## src/design/e1s_pkg.sv

```systemverilog
// Purpose: Shared constants for the E1 receive status word block
// Assumes: 100 MHz system clock, 32-slot serial control stream
// Notes: Times are kept in their own units; cycle counts derive from them
package e1s_pkg;
	// System clock
	localparam int unsigned CLK_HZ = 100_000_000;

	// Control stream channels that carry the status words
	localparam logic [4:0] CH_NON_ALIGN = 5'h11;
	localparam logic [4:0] CH_MASTER_ONE = 5'h12;
	localparam logic [4:0] CH_PHASE = 5'h13;
	localparam logic [4:0] CH_CRC_COUNT = 5'h14;

	// Master status word one field positions
	localparam int unsigned MS1_FRAME_LOST = 7;
	localparam int unsigned MS1_MFRAME_LOST = 6;
	localparam int unsigned MS1_FAS_ERR = 5;
	localparam int unsigned MS1_SLIP = 4;
	localparam int unsigned MS1_RX_AIS = 3;
	localparam int unsigned MS1_TS16_AIS = 2;
	localparam int unsigned MS1_EXT_SENSE = 1;

	// Values after reset
	localparam logic [7:0] NON_ALIGN_RST = 8'hFF;
	localparam logic [7:0] BYTE_ZERO = 8'h00;
	localparam logic [7:0] BYTE_MAX = 8'hFF;
	localparam logic SERIAL_IDLE = 1'b1;

	// Frame alignment error threshold
	localparam logic [4:0] FAS_ERR_LIMIT = 5'h10;

	// Least spacing between two alignment error toggles
	localparam int unsigned FAS_HOLDOFF_MS = 128;
	localparam int unsigned FAS_HOLDOFF_CYC = FAS_HOLDOFF_MS * (CLK_HZ / 1000);

	// CRC accumulation interval
	localparam int unsigned CRC_INTERVAL_S = 1;
	localparam int unsigned CRC_INTERVAL_CYC = CRC_INTERVAL_S * CLK_HZ;
endpackage : e1s_pkg

```

## src/design/e1s_status_words.sv

```systemverilog
// Purpose: Builds the four receive status words, shifts them on channels 17-20
// Assumes: Framer delivers event pulses and levels synchronous to CLK_I
// Notes: Control stream bit timing comes from BIT_STROBE_I and FRAME_PULSE_I
//
// Summary of operation
// - Channel 17 bit 7 carries received NFAS timeslot-0 bit 1.
// - Channel 17 bit 6 carries received NFAS marker bit, expected one.
// - Channel 17 bit 5 carries remote alarm bit from NFAS frames.
// - Channel 17 bits 4-0 carry national bits 4 to 8.
// - Channel 18 bit 7 set on frame lock loss, cleared on lock.
// - Channel 18 bit 6 set on multiframe lock loss, cleared on lock.
// - Channel 18 bit 5 toggles after sixteen or more alignment errors.
// - Alignment error toggle changes at most once per 128 ms.
// - Channel 18 bit 4 toggles on every receive slip.
// - Channel 18 bit 3 follows line all-ones alarm detection.
// - Channel 18 bit 2 follows timeslot 16 all-ones alarm detection.
// - Channel 18 bit 1 samples external sense once per frame; bit 0 zero.
// - Channel 19 bits 7-3 hold slot count at transmit marker rise.
// - Channel 19 bits 2-0 hold bit position within that slot.
// - Channel 20 is eight-bit CRC error counter wrapping after FF.
// - With maintenance on, CRC counter clears each one-second interval end.
// - Frame count bit extends phase word as ninth bit on wrap.
module e1s_status_words #(
	parameter int unsigned HOLDOFF_CYC = e1s_pkg::FAS_HOLDOFF_CYC,
	parameter int unsigned INTERVAL_CYC = e1s_pkg::CRC_INTERVAL_CYC
) (
	input wire logic CLK_I,
	input wire logic RSTN_I,
	input wire logic BIT_STROBE_I,
	input wire logic FRAME_PULSE_I,
	input wire logic NFAS_VALID_I,
	input wire logic [7:0] NFAS_BYTE_I,
	input wire logic FRAME_LOCK_LOST_I,
	input wire logic MULTIFRAME_LOCK_LOST_I,
	input wire logic FAS_ERROR_I,
	input wire logic SLIP_I,
	input wire logic RX_ALL_ONES_ALARM_I,
	input wire logic RX_SIGNALLING_SLOT_ALL_ONES_I,
	input wire logic EXT_SENSE_I,
	input wire logic TRANSMIT_8KHZ_MARKER_I,
	input wire logic CRC_ERROR_I,
	input wire logic MAINT_I,
	output logic CONTROL_SERIAL_OUT_O,
	output logic CONTROL_SERIAL_EN_O,
	output logic FRAME_COUNT_MSB_O
);
	logic [4:0] slot_reg;
	logic [2:0] bit_reg;
	logic [4:0] slot_next;
	logic [2:0] bit_next;
	logic [7:0] non_align_reg;
	logic [7:0] master_one_reg;
	logic [7:0] phase_reg;
	logic [7:0] crc_cnt_reg;
	logic [7:0] shift_reg;
	logic [7:0] sel_word;
	logic sel_hit;
	logic [4:0] fas_cnt_reg;
	logic [31:0] holdoff_reg;
	logic holdoff_done;
	logic fas_toggle;
	logic [31:0] sec_reg;
	logic sec_end;
	logic marker_reg;
	logic marker_rise;
	logic [7:0] phase_now;
	logic ser_out_reg;
	logic ser_en_reg;
	logic fcnt_reg;

	// Next stream position; frame pulse restarts at slot 0 bit 0
	always_comb begin
		if (FRAME_PULSE_I) begin
			slot_next = '0;
			bit_next = '0;
		end else begin
			slot_next = (bit_reg == 3'h7) ? 5'(slot_reg + 5'h01) : slot_reg;
			bit_next = 3'(bit_reg + 3'h1);
		end
	end

	// Stream position counters
	always_ff @(posedge CLK_I or negedge RSTN_I) begin
		if (!RSTN_I) begin
			slot_reg <= '0;
			bit_reg <= '0;
		end else if (BIT_STROBE_I) begin
			slot_reg <= slot_next;
			bit_reg <= bit_next;
		end
	end

	// Word owned by the channel about to start
	always_comb begin
		sel_hit = 1'b1;
		unique case (slot_next)
			e1s_pkg::CH_NON_ALIGN: sel_word = non_align_reg;
			e1s_pkg::CH_MASTER_ONE: sel_word = master_one_reg;
			e1s_pkg::CH_PHASE: sel_word = phase_reg;
			e1s_pkg::CH_CRC_COUNT: sel_word = crc_cnt_reg;
			default: begin
				sel_word = e1s_pkg::BYTE_MAX;
				sel_hit = 1'b0;
			end
		endcase
	end

	// Serializer; whole byte latched at bit 0 so a word never tears mid-channel
	always_ff @(posedge CLK_I or negedge RSTN_I) begin
		if (!RSTN_I) begin
			shift_reg <= e1s_pkg::BYTE_MAX;
			ser_out_reg <= e1s_pkg::SERIAL_IDLE;
			ser_en_reg <= 1'b0;
		end else if (BIT_STROBE_I) begin
			if (bit_next == 3'h0) begin
				ser_out_reg <= sel_word[7];
				shift_reg <= {sel_word[6:0], 1'b1};
				ser_en_reg <= sel_hit;
			end else begin
				ser_out_reg <= shift_reg[7];
				shift_reg <= {shift_reg[6:0], 1'b1};
			end
		end
	end

	// Received non-alignment byte, stored whole as it arrives
	always_ff @(posedge CLK_I or negedge RSTN_I) begin
		if (!RSTN_I) begin
			non_align_reg <= e1s_pkg::NON_ALIGN_RST;
		end else if (NFAS_VALID_I) begin
			non_align_reg[7] <= NFAS_BYTE_I[7];
			non_align_reg[6] <= NFAS_BYTE_I[6];
			non_align_reg[5] <= NFAS_BYTE_I[5];
			non_align_reg[4:0] <= NFAS_BYTE_I[4:0];
		end
	end

	// Alignment error counting; count saturates so an early burst is not lost
	assign holdoff_done = (holdoff_reg >= 32'(HOLDOFF_CYC - 1));
	assign fas_toggle = (fas_cnt_reg >= e1s_pkg::FAS_ERR_LIMIT) && holdoff_done;
	always_ff @(posedge CLK_I or negedge RSTN_I) begin
		if (!RSTN_I) begin
			fas_cnt_reg <= '0;
			holdoff_reg <= '0;
		end else begin
			if (fas_toggle) begin
				fas_cnt_reg <= FAS_ERROR_I ? 5'h01 : 5'h00;
				holdoff_reg <= '0;
			end else begin
				if (FAS_ERROR_I && fas_cnt_reg < e1s_pkg::FAS_ERR_LIMIT) begin
					fas_cnt_reg <= 5'(fas_cnt_reg + 5'h01);
				end
				if (!holdoff_done) begin
					holdoff_reg <= 32'(holdoff_reg + 32'h1);
				end
			end
		end
	end

	// Master status word one
	always_ff @(posedge CLK_I or negedge RSTN_I) begin
		if (!RSTN_I) begin
			master_one_reg <= e1s_pkg::BYTE_ZERO;
		end else begin
			master_one_reg[e1s_pkg::MS1_FRAME_LOST] <= FRAME_LOCK_LOST_I;
			master_one_reg[e1s_pkg::MS1_MFRAME_LOST] <= MULTIFRAME_LOCK_LOST_I;
			if (fas_toggle) begin
				master_one_reg[e1s_pkg::MS1_FAS_ERR] <= ~master_one_reg[e1s_pkg::MS1_FAS_ERR];
			end
			if (SLIP_I) begin
				master_one_reg[e1s_pkg::MS1_SLIP] <= ~master_one_reg[e1s_pkg::MS1_SLIP];
			end
			master_one_reg[e1s_pkg::MS1_RX_AIS] <= RX_ALL_ONES_ALARM_I;
			master_one_reg[e1s_pkg::MS1_TS16_AIS] <= RX_SIGNALLING_SLOT_ALL_ONES_I;
			if (BIT_STROBE_I && FRAME_PULSE_I) begin
				master_one_reg[e1s_pkg::MS1_EXT_SENSE] <= EXT_SENSE_I;
			end
			master_one_reg[0] <= 1'b0;
		end
	end

	// Transmit phase capture on marker rising edge
	assign marker_rise = TRANSMIT_8KHZ_MARKER_I && !marker_reg;
	assign phase_now = {slot_reg, bit_reg};
	always_ff @(posedge CLK_I or negedge RSTN_I) begin
		if (!RSTN_I) begin
			marker_reg <= 1'b0;
			phase_reg <= e1s_pkg::BYTE_ZERO;
			fcnt_reg <= 1'b0;
		end else begin
			marker_reg <= TRANSMIT_8KHZ_MARKER_I;
			if (marker_rise) begin
				phase_reg <= phase_now;
				// Wrap across slot 31 bit 7 either way flips the ninth bit
				if ((phase_reg[7:6] == 2'h3 && phase_now[7:6] == 2'h0) ||
					(phase_reg[7:6] == 2'h0 && phase_now[7:6] == 2'h3)) begin
					fcnt_reg <= ~fcnt_reg;
				end
			end
		end
	end

	// One-second accumulation timer, free running
	assign sec_end = (sec_reg == 32'(INTERVAL_CYC - 1));
	always_ff @(posedge CLK_I or negedge RSTN_I) begin
		if (!RSTN_I) begin
			sec_reg <= '0;
		end else begin
			sec_reg <= sec_end ? 32'h0 : 32'(sec_reg + 32'h1);
		end
	end

	// CRC error counter; an error in the clearing cycle still counts
	always_ff @(posedge CLK_I or negedge RSTN_I) begin
		if (!RSTN_I) begin
			crc_cnt_reg <= e1s_pkg::BYTE_ZERO;
		end else if (MAINT_I && sec_end) begin
			crc_cnt_reg <= CRC_ERROR_I ? 8'h01 : 8'h00;
		end else if (CRC_ERROR_I) begin
			crc_cnt_reg <= 8'(crc_cnt_reg + 8'h01);
		end
	end

	assign CONTROL_SERIAL_OUT_O = ser_out_reg;
	assign CONTROL_SERIAL_EN_O = ser_en_reg;
	assign FRAME_COUNT_MSB_O = fcnt_reg;
endmodule // e1s_status_words

```

## config.mk

```make
export PLATFORM = sky130hd
export DESIGN_NAME = e1s_status_words
export DESIGN_NICKNAME = d
export VERILOG_FILES = /design/src/design/e1s_pkg.sv /design/src/design/e1s_status_words.sv
export SDC_FILE = /design/constraint.sdc
export NUM_CORES = 1
export LEC_CHECK = 0
export ABC_AREA = 1
export CELL_PAD_IN_SITES_DETAIL_PLACEMENT = 1
export CELL_PAD_IN_SITES_GLOBAL_PLACEMENT = 2
export CORE_ASPECT_RATIO = 1.2
export CORE_MARGIN = 5
export CORE_UTILIZATION = 42
export CTS_BUF_LIST = sky130_fd_sc_hd__clkbuf_8
export CTS_CLUSTER_DIAMETER = 50
export DETAILED_ROUTE_END_ITERATION = 6
export DONT_BUFFER_PORTS = 1
export GPL_TIMING_DRIVEN = 0
export PLACE_DENSITY_LB_ADDON = 0.1
export SLEW_MARGIN = 20
export SYNTH_ARGS = -nofsm -noshare
export SYNTH_HDL_FRONTEND = slang
export SYNTH_SLANG_ARGS = --single-unit
```

## constraint.sdc

```tcl
create_clock -name CLK_I -period 5.87 [get_ports CLK_I]
set_input_delay 0.587 -clock CLK_I [delete_from_list [all_inputs] [get_ports CLK_I]]
set_output_delay 0.587 -clock CLK_I [all_outputs]
set_load 0.1 [all_outputs]
```

==> results of run 1 <==
==> logic make-up (layout without fill, tap and decap cells) <==
family                   Yosys count  after routing  synth area share, %
multiplexers                       2              2                0.346
AO/OA/AOI/OAI                     91             91                 7.52
buffers and inverters            143            176                 8.73
XOR/XNOR                          34             34                 4.58
flip-flops                       119            119                 46.1
adder cells (fa/ha/maj)            8              8                 1.54
AND/OR/NAND/NOR                  441            441                 31.2
==> power breakdown <==
part / switching (W) / internal [W]
registers: 0.0000498 / 0.000873
clock network: 0.000341 / 0.000489
logic: 0.0000907 / 0.0000442
total: 0.000482 / 0.00141
==> area by class of cell <==
type,instances,area [sq um]
inverters,130,489
multi-input cells,576,2940
plain buffers,13,78.8
well taps,204,255
clock buffers,20,275
repair buffers,1,27.5
clock inverters,12,159
fillers,1898,7860
flip-flops and latches,119,3000
==> per-stage QoR <==
stage	std cells	hold WS (ns)	total power (W)	cell area [sq um]
floorplan	838	0.291	0.00101	6510
finish	1075	0.101	0.00189	7220
detailed placement	1042	0.295	0.00105	6760
global placement	1042	0.296	0.00104	6760
global route	1075	0.102	0.00198	7220
CTS	1075	0.111	0.00191	7220
==> final timing paths <==
path,slack (ns),depth (start not counted),from,endpoint
min in group CLK_I,0.16,0,MULTIFRAME_LOCK_LOST_I,master_one_reg[6]
min reg2reg,0.47,2,shift_reg[2],shift_reg[2]
max reg2reg,3.49,10,bit_reg[0],CONTROL_SERIAL_OUT_O
min,0.10,1,RSTN_I,sec_reg[26]
max,3.49,10,bit_reg[0],CONTROL_SERIAL_OUT_O
max in group asynchronous,5.32,1,RSTN_I,master_one_reg[3]
==> worst register-to-register path, delay by kind of cell, from the launching register on <==
kind	cells	cell delay, ns
fa+ha+maj	2	0.47
flops	1	0.41
compound gates	1	0.33
simple gates	7	1.09
==> layer usage <==
layer | track usage [%] | wire, um
met5 | 0 | 0
met4 | 8.14 | 478
met3 | 4.02 | 378
met2 | 33.7 | 8520
met1 | 27.2 | 7890
==> cell usage in the layout (no fill, tap or decap), types with 4 or more instances in the layout <==
master     instances
inv_2             10
nand2_2            4
xnor2_1            5
nand2_4            4
nand3_1           52
dfrtp_1          103
o21ai_1           20
nor3_2             4
clkbuf_8          20
xor2_1            29
dfstp_2           16
nand4_1           12
nor2_2             4
bufinv_16          4
ha_1               8
nor3_1            47
o21ai_0           41
clkinv_2           5
clkbuf_1           6
nor4_1            10
nand2_1          184
a21oi_1           18
nor2_1           102
inv_1            122
==> metrics.md, run 1 <==
| Metric | Value |
|---|---|
| First-pass GRT wire length | `around 30 mm` |
| Slew Limit Fails | `0` |
| Post-synthesis cell type count | `41` |
| Pleak | `3.35 nW` |
| Final worst slack | `3.49 ns` |
| Mapped Cells | `838` |
| Io pins | `26` |
| Clock sinks | `119` |
| Global Route Usage Sum | `20.8%` |
| Clock skew | `0.00757 ns` |
| Core area | `0.0151 sq mm` |
| Largest net degree at the start of global routing | `120` |
| Primary FF master, synth | `dfrtp_1` |
| Drt first-iter violations | `207` |
| Tightest Pin Transition | `around 0.92 ns` |
| Average size of a mapped cell | `7.76 sq um` |
| Initial antenna violation count | `0` |
| Cell repeated most along the worst path | `nand3_1` |
| Critical Path Slowest Stage Cell | `dfrtp_1` |
| Crit path largest cell delay | `0.41 ns` |
| Crit end category | `register` |
| Die area | `roughly 0.018 sq mm` |
| WL/cell | `16.1 um` |
| Total number of yosys warnings | `0` |
| Total CTS buffers | `17` |
| Flops & latches, synth | `approximately 120` |
| Dpl ws | `roughly 3.5 ns` |
| Post-CTS Hold Fix Bufs | `1` |
| Dominant cell type by area after synthesis | `dfrtp_1` |
| Layout cells sized above 1 | `10.9%` |
| Unrepaired setup endpoints after global routing | `false` |
| H-tree Lvls | `4` |
| Initial DRT Pass Iterations | `4` |
| Vias in the first global route | `5919` |
| CTS tree | `built` |
| Fin Setup TNS | `0 ns` |
| WP data arrival | `roughly 2.8 ns` |
| Crit path max fanout | `8` |
| CP Buf/Inv Count | `0` |
| Netlist Area Pre-Place | `between 0.006 and 0.007 sq mm` |
| Cell family with most CP delay | `simple AND/OR/NAND/NOR gates` |
| Post-synthesis sequential area ratio | `46.1%` |
| Clock buffer depth | `2` |
| Min-delay worst type | `primary input to async pin` |
| Crit start category | `register` |
| RePlAce Congestion | `about 0.82` |
| Net Count, Synth | `869` |
| Postcts setup bufs | `0` |
| Initial core utilization | `43.1%` |
| Die Wd | `approximately 120 um` |
| Cell with the most instances after synthesis | `nand2_1` |
| Min cycle time layout | `2.38 ns` |
| Worst vdd ir | `about 0.12 mV` |
| ANT cells | `0` |
| Fin util | `~48%` |
| Worst Path Required | `between 6 and 7 ns` |
| Area growth, synth to finish | `11.0%` |
| Overflow after GRT | `0` |
| Commonest cells post-synth | `nand2_1 (184), inv_1 (119), dfrtp_1 (103)` |
| Row count | `49` |
| Final Setup Violations | `0` |
| Worst Setup Path Type | `register to register` |
| Post-synth EDFFs | `0` |
| CTS Root Buffer Type | `clkbuf_8` |
| Via count | `between 5000 and 6000` |
| Status | `complete, no violations` |
| Max Cap Viol | `0` |
| Async S/R FF share, synth | `100%` |
| Hold Fails Final Rpt | `0` |
| Clk Latency, worst-skew pair | `0.45 ns` |
| Drt via density | `5.10` |
| Final WL | `17.3 mm` |
| Power density cells | `roughly 260 mW/mm^2` |
| Fin crit share | `40.5%` |
| Top-area cell type share of the netlist area | `around two fifths` |
| Post-cts sizing count | `0` |
| DP Wirelength | `between 10 and 15 mm` |
| Layout net count | `889` |
| DRC violations left | `0` |
| FMAX | `0.421 GHz` |
| Reg clk slew, reported paths | `0.07 ns` |
| CP cell instances | `ha_1 > ha_1 > nand3_1 > nand3_1 > nor2_1 > nand3_2 > a21oi_4 > nand3_1 > nand2_1 > nand2_1` |
| ANT nets after route | `0` |
| Slew headroom | `a little under 40%` |
| Height of the chip | `146 um` |
| Port buffer count | `0` |
| Synth area leaders | `dfrtp_1 (40%), nand2_1 (11%), inv_1 (6.9%), dfstp_2 (6.5%), nor2_1 (5.9%)` |
(Power assumes the default switching activity.)
==> inputs of run 2 (changes only) <==
--- a/config.mk
+++ b/config.mk
@@ -10,7 +10,7 @@
 export CELL_PAD_IN_SITES_GLOBAL_PLACEMENT = 2
 export CORE_ASPECT_RATIO = 1.2
 export CORE_MARGIN = 5
-export CORE_UTILIZATION = 42
+export CORE_UTILIZATION = 40
 export CTS_BUF_LIST = sky130_fd_sc_hd__clkbuf_8
 export CTS_CLUSTER_DIAMETER = 50
 export DETAILED_ROUTE_END_ITERATION = 6
==> constraint.sdc (replaced) <==
create_clock -name CLK_I -period 2.45 [get_ports CLK_I]
set_input_delay 0.245 -clock CLK_I [delete_from_list [all_inputs] [get_ports CLK_I]]
set_output_delay 0.245 -clock CLK_I [all_outputs]
set_load 0.1 [all_outputs]
==> metrics.md, run 2 (synthesis gave the netlist of run 1 again) <==
| Metric | Value |
|---|---|
| Commonest non-fill, non-tap cells in the layout | `nand2_1 (184), inv_1 (120), dfrtp_1 (103)` |
| Io pins | `26` |
| Clock sinks | `~120` |
| H-tree Lvls | `4` |
| Tightest Pin Transition | `~0.92 ns` |
| Clk pwr share | `42.9%` |
| Initial antenna violation count | `0` |
| CTS tree | `built` |
| Via count | `5618` |
| Height of the chip | `150 um` |
| Die area | `0.0189 sq mm` |
| Drt first-iter violations | `approximately 190` |
| Status | `finished with violations` |
| Overflow after GRT | `0` |
| Power share of the sequential group | `between 50% and 60%` |
| Slew Limit Fails | `0` |
| Area growth, synth to finish | `13.8%` |
| FMAX | `0.418 GHz` |
| Slew headroom | `about two fifths` |
| Pleak | `3.40 nW` |
| Final worst slack | `roughly 0.060 ns` |
| GRT met1 Usage | `24.2%` |
| Crit path max fanout | `10` |
| Worst reg-to-reg path cell count | `11` |
| Fin crit share | `97.6%` |
| Logic pwr share | `between 7 and 8%` |
| Dpl ws | `0.0896 ns` |
| Power density cells | `approximately 600 mW/mm^2` |
| Largest net degree at the start of global routing | `120` |
| Unrepaired setup endpoints after global routing | `true` |
| Initial core utilization | `40.5%` |
| Row count | `51` |
| ANT nets after route | `0` |
| Initial DRT Pass Iterations | `4` |
| Finished Layout Cells | `1102` |
| Clock buffer depth | `2` |
| Clk Latency, worst-skew pair | `0.45 ns` |
| WL/cell | `16.0 um` |
| Drt via density | `5.10` |
| Crit start category | `register` |
| First-pass GRT wire length | `29.8 mm` |
| CTS Root Buffer Type | `clkbuf_8` |
| FILL cells | `a little over 2000` |
| Net switching power | `0.00119 W` |
| # placed instances | `1050` |
| Fin Setup TNS | `0 ns` |
| Clock skew | `0.0108 ns` |
| Sw Share | `26.9%` |
| Global Route Usage Sum | `19.6%` |
| Port buffer count | `0` |
| Crit end category | `register` |
| Core area | `0.0161 sq mm` |
| R2R Path End | `shift_reg[5]` |
| Final WL | `17.6 mm` |
| Pwr Total | `~0.0044 W` |
| Worst vdd ir | `0.388 mV` |
| Layout cells sized above 1 | `11.1%` |
| Total CTS buffers | `17` |
| ANT cells | `0` |
| RePlAce Congestion | `approximately 0.80` |
| Reg clk slew, reported paths | `0.08 ns` |
| Met3 GRT Util | `3.53%` |
| WP data arrival | `between 2 and 3 ns` |
| Min cycle time layout | `between 2 and 2.5 ns` |
| Internal power | `0.00323 W` |
| Min-delay worst type | `primary input to async pin` |
| Gr busiest metal | `met2` |
| DRC violations left | `0` |
| Postcts setup bufs | `0` |
| Worst Path Required | `2.84 ns` |
| Reg-to-Reg Start | `bit_reg[1]` |
| Die Wd | `126 um` |
| Hold WS | `-0.517 ns` |
| Hold Fails Final Rpt | `119` |
| Routing usage on met2 | `34.7%` |
| DP Wirelength | `12.7 mm` |
| Failing checks | `hold timing` |
| Vias in the first global route | `~6200` |
| Worst Setup Path Type | `register to register` |
| Layout net count | `908` |
| Final Setup Violations | `0` |
| Commonest non-fill, non-tap cell in the layout | `nand2_1` |
| Post-CTS Hold Fix Bufs | `20` |
| R2r setup slk | `0.06 ns` |
| Max Cap Viol | `0` |
[run 2: cell count changes in the layout (fill, tap and decap cells not counted), sizes merged]
cell	change
dlygate4sd3	+20
clkinvlp	+1
clkinv	+1
inv	+2
clkbuf	-2
buf	-2
bufinv	-1
[run 2: worst max-delay path, cell delays in order, from the launching register on]
cell     delay [ns]
dfrtp_1        0.39
ha_1           0.17
ha_1           0.27
nand3_1        0.15
o21ai_1        0.18
nand3_1        0.24
buf_2          0.28
nor3_1         0.37
nor2_1         0.08
nand3_1        0.10
nand2_1        0.06
nand2_1        0.06
[run 2: per-layer routing]
| metal | share of wire (%) | up-vias |
|---|---|---|
| met3 | 2.4 | 20 |
| met1 | 45 | 2772 |
| met5 | 0 | - |
| met2 | 51 | 66 |
| li1 | - | 2760 |
| met4 | 1.6 | 0 |
[run 2: power groups by stage]
stage	Clock (W)	Combinational [W]	Sequential, W
global placement	0	0.000265	0.00224
floorplan	0	0.000218	0.00221
global route	0.00206	0.000364	0.00222
detailed placement	0	0.000286	0.00224
finish	0.00189	0.000317	0.00221
CTS	0.00194	0.000319	0.00221
[run 2: final cells by class]
class | instances | area, sq um | area share [%]
Sequential cell | 119 | 3000 | 40.5
Clock buffer | 17 | 234 | 3.16
Inverter | 130 | 489 | 6.61
Buffer | 13 | 81.3 | 1.10
Tap cell | 212 | 265 | 3.58
Multi-Input combinational cell | 576 | 2960 | 40.0
Clock inverter | 15 | 176 | 2.38
Timing Repair Buffer | 20 | 200 | 2.70
[run 2: worst max path at each step]
stage | start | endpoint | slack [ns] | cells after the start
floorplan | bit_reg[0] | CONTROL_SERIAL_OUT_O | 0.53 | 10
finish | bit_reg[1] | shift_reg[5] | 0.06 | 11
global placement | bit_reg[1] | CONTROL_SERIAL_OUT_O | 0.14 | 10
CTS | bit_reg[1] | CONTROL_SERIAL_OUT_O | 0.06 | 10
detailed placement | bit_reg[1] | CONTROL_SERIAL_OUT_O | 0.09 | 10
global route | bit_reg[1] | shift_reg[5] | -0.07 | 11
[run 2: per-stage QoR]
step,area (sq um),hold WS (ns),utilization [%]
global placement,6770,-0.0454,42.1
detailed placement,6770,-0.0451,42.1
finish,7400,-0.517,46.0
global route,7400,-0.556,46.0
floorplan,6510,-0.0506,-
CTS,7380,-0.539,45.9
[run 2: what timing repair did]
item | CTS | global route
gates resized for setup | 0 | 5
hold endpoints to repair | 143 | 119
endpoints found under the setup margin | 0 | 8
==> inputs of run 3 (changes only) <==
--- a/config.mk
+++ b/config.mk
@@ -10,8 +10,7 @@
 export CELL_PAD_IN_SITES_GLOBAL_PLACEMENT = 2
 export CORE_ASPECT_RATIO = 1.2
 export CORE_MARGIN = 5
-export CORE_UTILIZATION = 40
-export CTS_BUF_LIST = sky130_fd_sc_hd__clkbuf_8
+export CORE_UTILIZATION = 41
 export CTS_CLUSTER_DIAMETER = 50
 export DETAILED_ROUTE_END_ITERATION = 6
 export DONT_BUFFER_PORTS = 1
==> constraint.sdc (replaced) <==
create_clock -name CLK_I -period 3 [get_ports CLK_I]
set_input_delay 0.3 -clock CLK_I [delete_from_list [all_inputs] [get_ports CLK_I]]
set_output_delay 0.3 -clock CLK_I [all_outputs]
set_load 0.1 [all_outputs]
==> metrics.md, run 3 (synthesis gave the netlist of run 1 again) <==
| Metric | Value |
|---|---|
| Status | `finished with violations` |
| Failing checks | `hold timing` |
| Initial DRT Pass Iterations | `4` |
| DP Wirelength | `12.9 mm` |
| Largest net degree at the start of global routing | `120` |
| Port buffer count | `0` |
| Crit end category | `register` |
| Design Area, Final | `0.00753 sq mm` |
| Fin Setup TNS | `0 ns` |
| Hold WS | `-0.428 ns` |
| Total CTS buffers | `17` |
| H-tree Lvls | `4` |
| Commonest non-fill, non-tap cells in the layout | `nand2_1 (184), inv_1 (119), dfrtp_1 (103)` |
| Layout cells sized above 1 | `11.0%` |
| Overflow after GRT | `0` |
| FILL cells | `roughly 1900` |
| WP data arrival | `2.71 ns` |
| Height of the chip | `approximately 150 um` |
| Die area | `0.0185 sq mm` |
| # placed instances | `between 1000 and 1500` |
| Core area | `0.0156 sq mm` |
| Min cycle time layout | `2.37 ns` |
| Worst vdd ir | `0.367 mV` |
| Vias in the first global route | `6236` |
| Pwr Total | `0.00422 W` |
| Power density cells | `560 mW/mm^2` |
| CTS Root Buffer Type | `clkbuf_16` |
| Drt via density | `5.18` |
| Drt first-iter violations | `201` |
| Slew headroom | `38.3%` |
| Worst Path Required | `3.35 ns` |
| Hold Fails Final Rpt | `119` |
| Min-delay worst type | `primary input to async pin` |
| Fin crit share | `~79%` |
| FMAX | `between 0.4 and 0.5 GHz` |
| Met3 GRT Util | `~4.6%` |
| Unrepaired setup endpoints after global routing | `false` |
| Clock sinks | `119` |
| ANT nets after route | `0` |
| GRT met1 Usage | `24.8%` |
| Via count | `between 5000 and 6000` |
| Clk Latency, worst-skew pair | `about 0.42 ns` |
| Post-cts sizing count | `0` |
| Clock buffer depth | `2` |
| Global Route Usage Sum | `about a fifth` |
| Worst Setup Path Type | `register to register` |
| ANT cells | `0` |
| Initial core utilization | `41.8%` |
| Area post-placement | `0.00677 sq mm` |
| Finished Layout Cells | `~1100` |
| Crit start category | `register` |
| First-pass GRT wire length | `30.7 mm` |
| Crit path max fanout | `8` |
| Gr busiest metal | `met2` |
| Commonest non-fill, non-tap cell in the layout | `nand2_1` |
| Initial antenna violation count | `0` |
| WL/cell | `16.5 um` |
| RePlAce Congestion | `0.818` |
| Fin util | `48.3%` |
| Routing usage on met2 | `around 36%` |
| Final WL | `18.0 mm` |
| Die Wd | `roughly 120 um` |
| Clock skew | `0.00753 ns` |
| Final Setup Violations | `0` |
| Area growth, synth to finish | `15.7%` |
| CTS tree | `built` |
| R2r setup slk | `about 0.63 ns` |
| Layout net count | `902` |
| Slew Limit Fails | `0` |
| Max Cap Viol | `0` |
| DRC violations left | `0` |
| Row count | `50` |
| Reg clk slew, reported paths | `0.06 ns` |
| Tightest Pin Transition | `about 0.9 ns` |
| Pleak | `3.46 nW` |
| Io pins | `26` |
run 3: cell count changes in the layout (fill, tap and decap cells not counted), sizes merged:
| cell | delta |
|---|---|
| inv | -3 |
| clkinv | -2 |
| buf | +1 |
| clkbuf | +1 |
| clkinvlp | +3 |
| dlygate4sd3 | -6 |
run 3: worst max-delay path, cell delays in order (launching register included):
cell and delay (ns):
dfrtp_1 0.40, ha_1 0.22, ha_1 0.25, nand3_1 0.14
nand3_1 0.22, nor2_1 0.23, nand3_2 0.24, a21oi_4 0.33
nand3_1 0.12, nand2_1 0.09, nand2_1 0.05
run 3: worst paths after layout:
check / end / cells after the start / start
setup reg to reg: shift_reg[4] / 10 / bit_reg[0]
hold reg to reg: master_one_reg[5] / 1 / master_one_reg[5]
max in group asynchronous: shift_reg[5] / 0 / RSTN_I
min in group CLK_I: non_align_reg[5] / 1 / NFAS_BYTE_I[5]
setup / recovery: shift_reg[4] / 10 / bit_reg[0]
hold / removal: sec_reg[11] / 0 / RSTN_I
run 3: timing repair:
action	CTS	global route
hold buffers	13	1
endpoints found under the hold margin	131	120
setup buffers	0	0
run 3: routing by layer:
layer | vias up | part of all wire [%] | wire, um
li1 | 2741 | - | -
met1 | 2828 | 45 | 8070
met2 | 63 | 51 | 9120
met3 | 26 | 2.6 | 461
met4 | 0 | 1.9 | 338
met5 | - | 0 | 0
run 3: final cells by class:
| cell class | count | area [sq um] | share of cell area [%] |
|---|---|---|---|
| Buffer | 13 | 78.8 | 1.05 |
| Clock buffer | 19 | 453 | 6.01 |
| Clock inverter | 13 | 171 | 2.28 |
| Inverter | 130 | 489 | 6.50 |
| Multi-Input combinational cell | 576 | 2940 | 39.0 |
| Sequential cell | 119 | 3000 | 39.8 |
| Tap cell | 208 | 260 | 3.46 |
| Timing Repair Buffer | 14 | 140 | 1.86 |
run 3: where the power goes:
group,internal [W],switching [W],leakage (nW)
sequential,0.00171,0.0000975,1.53
clock,0.00136,0.000802,0.288
combinational,0.0000958,0.000152,1.63
run 3: stage by stage:
stage,setup WS (ns),hold slack (ns)
floorplan,1.08,0.00441
global placement,0.713,0.00932
detailed placement,0.639,0.00799
CTS,0.610,-0.446
global route,0.437,-0.452
finish,0.634,-0.428
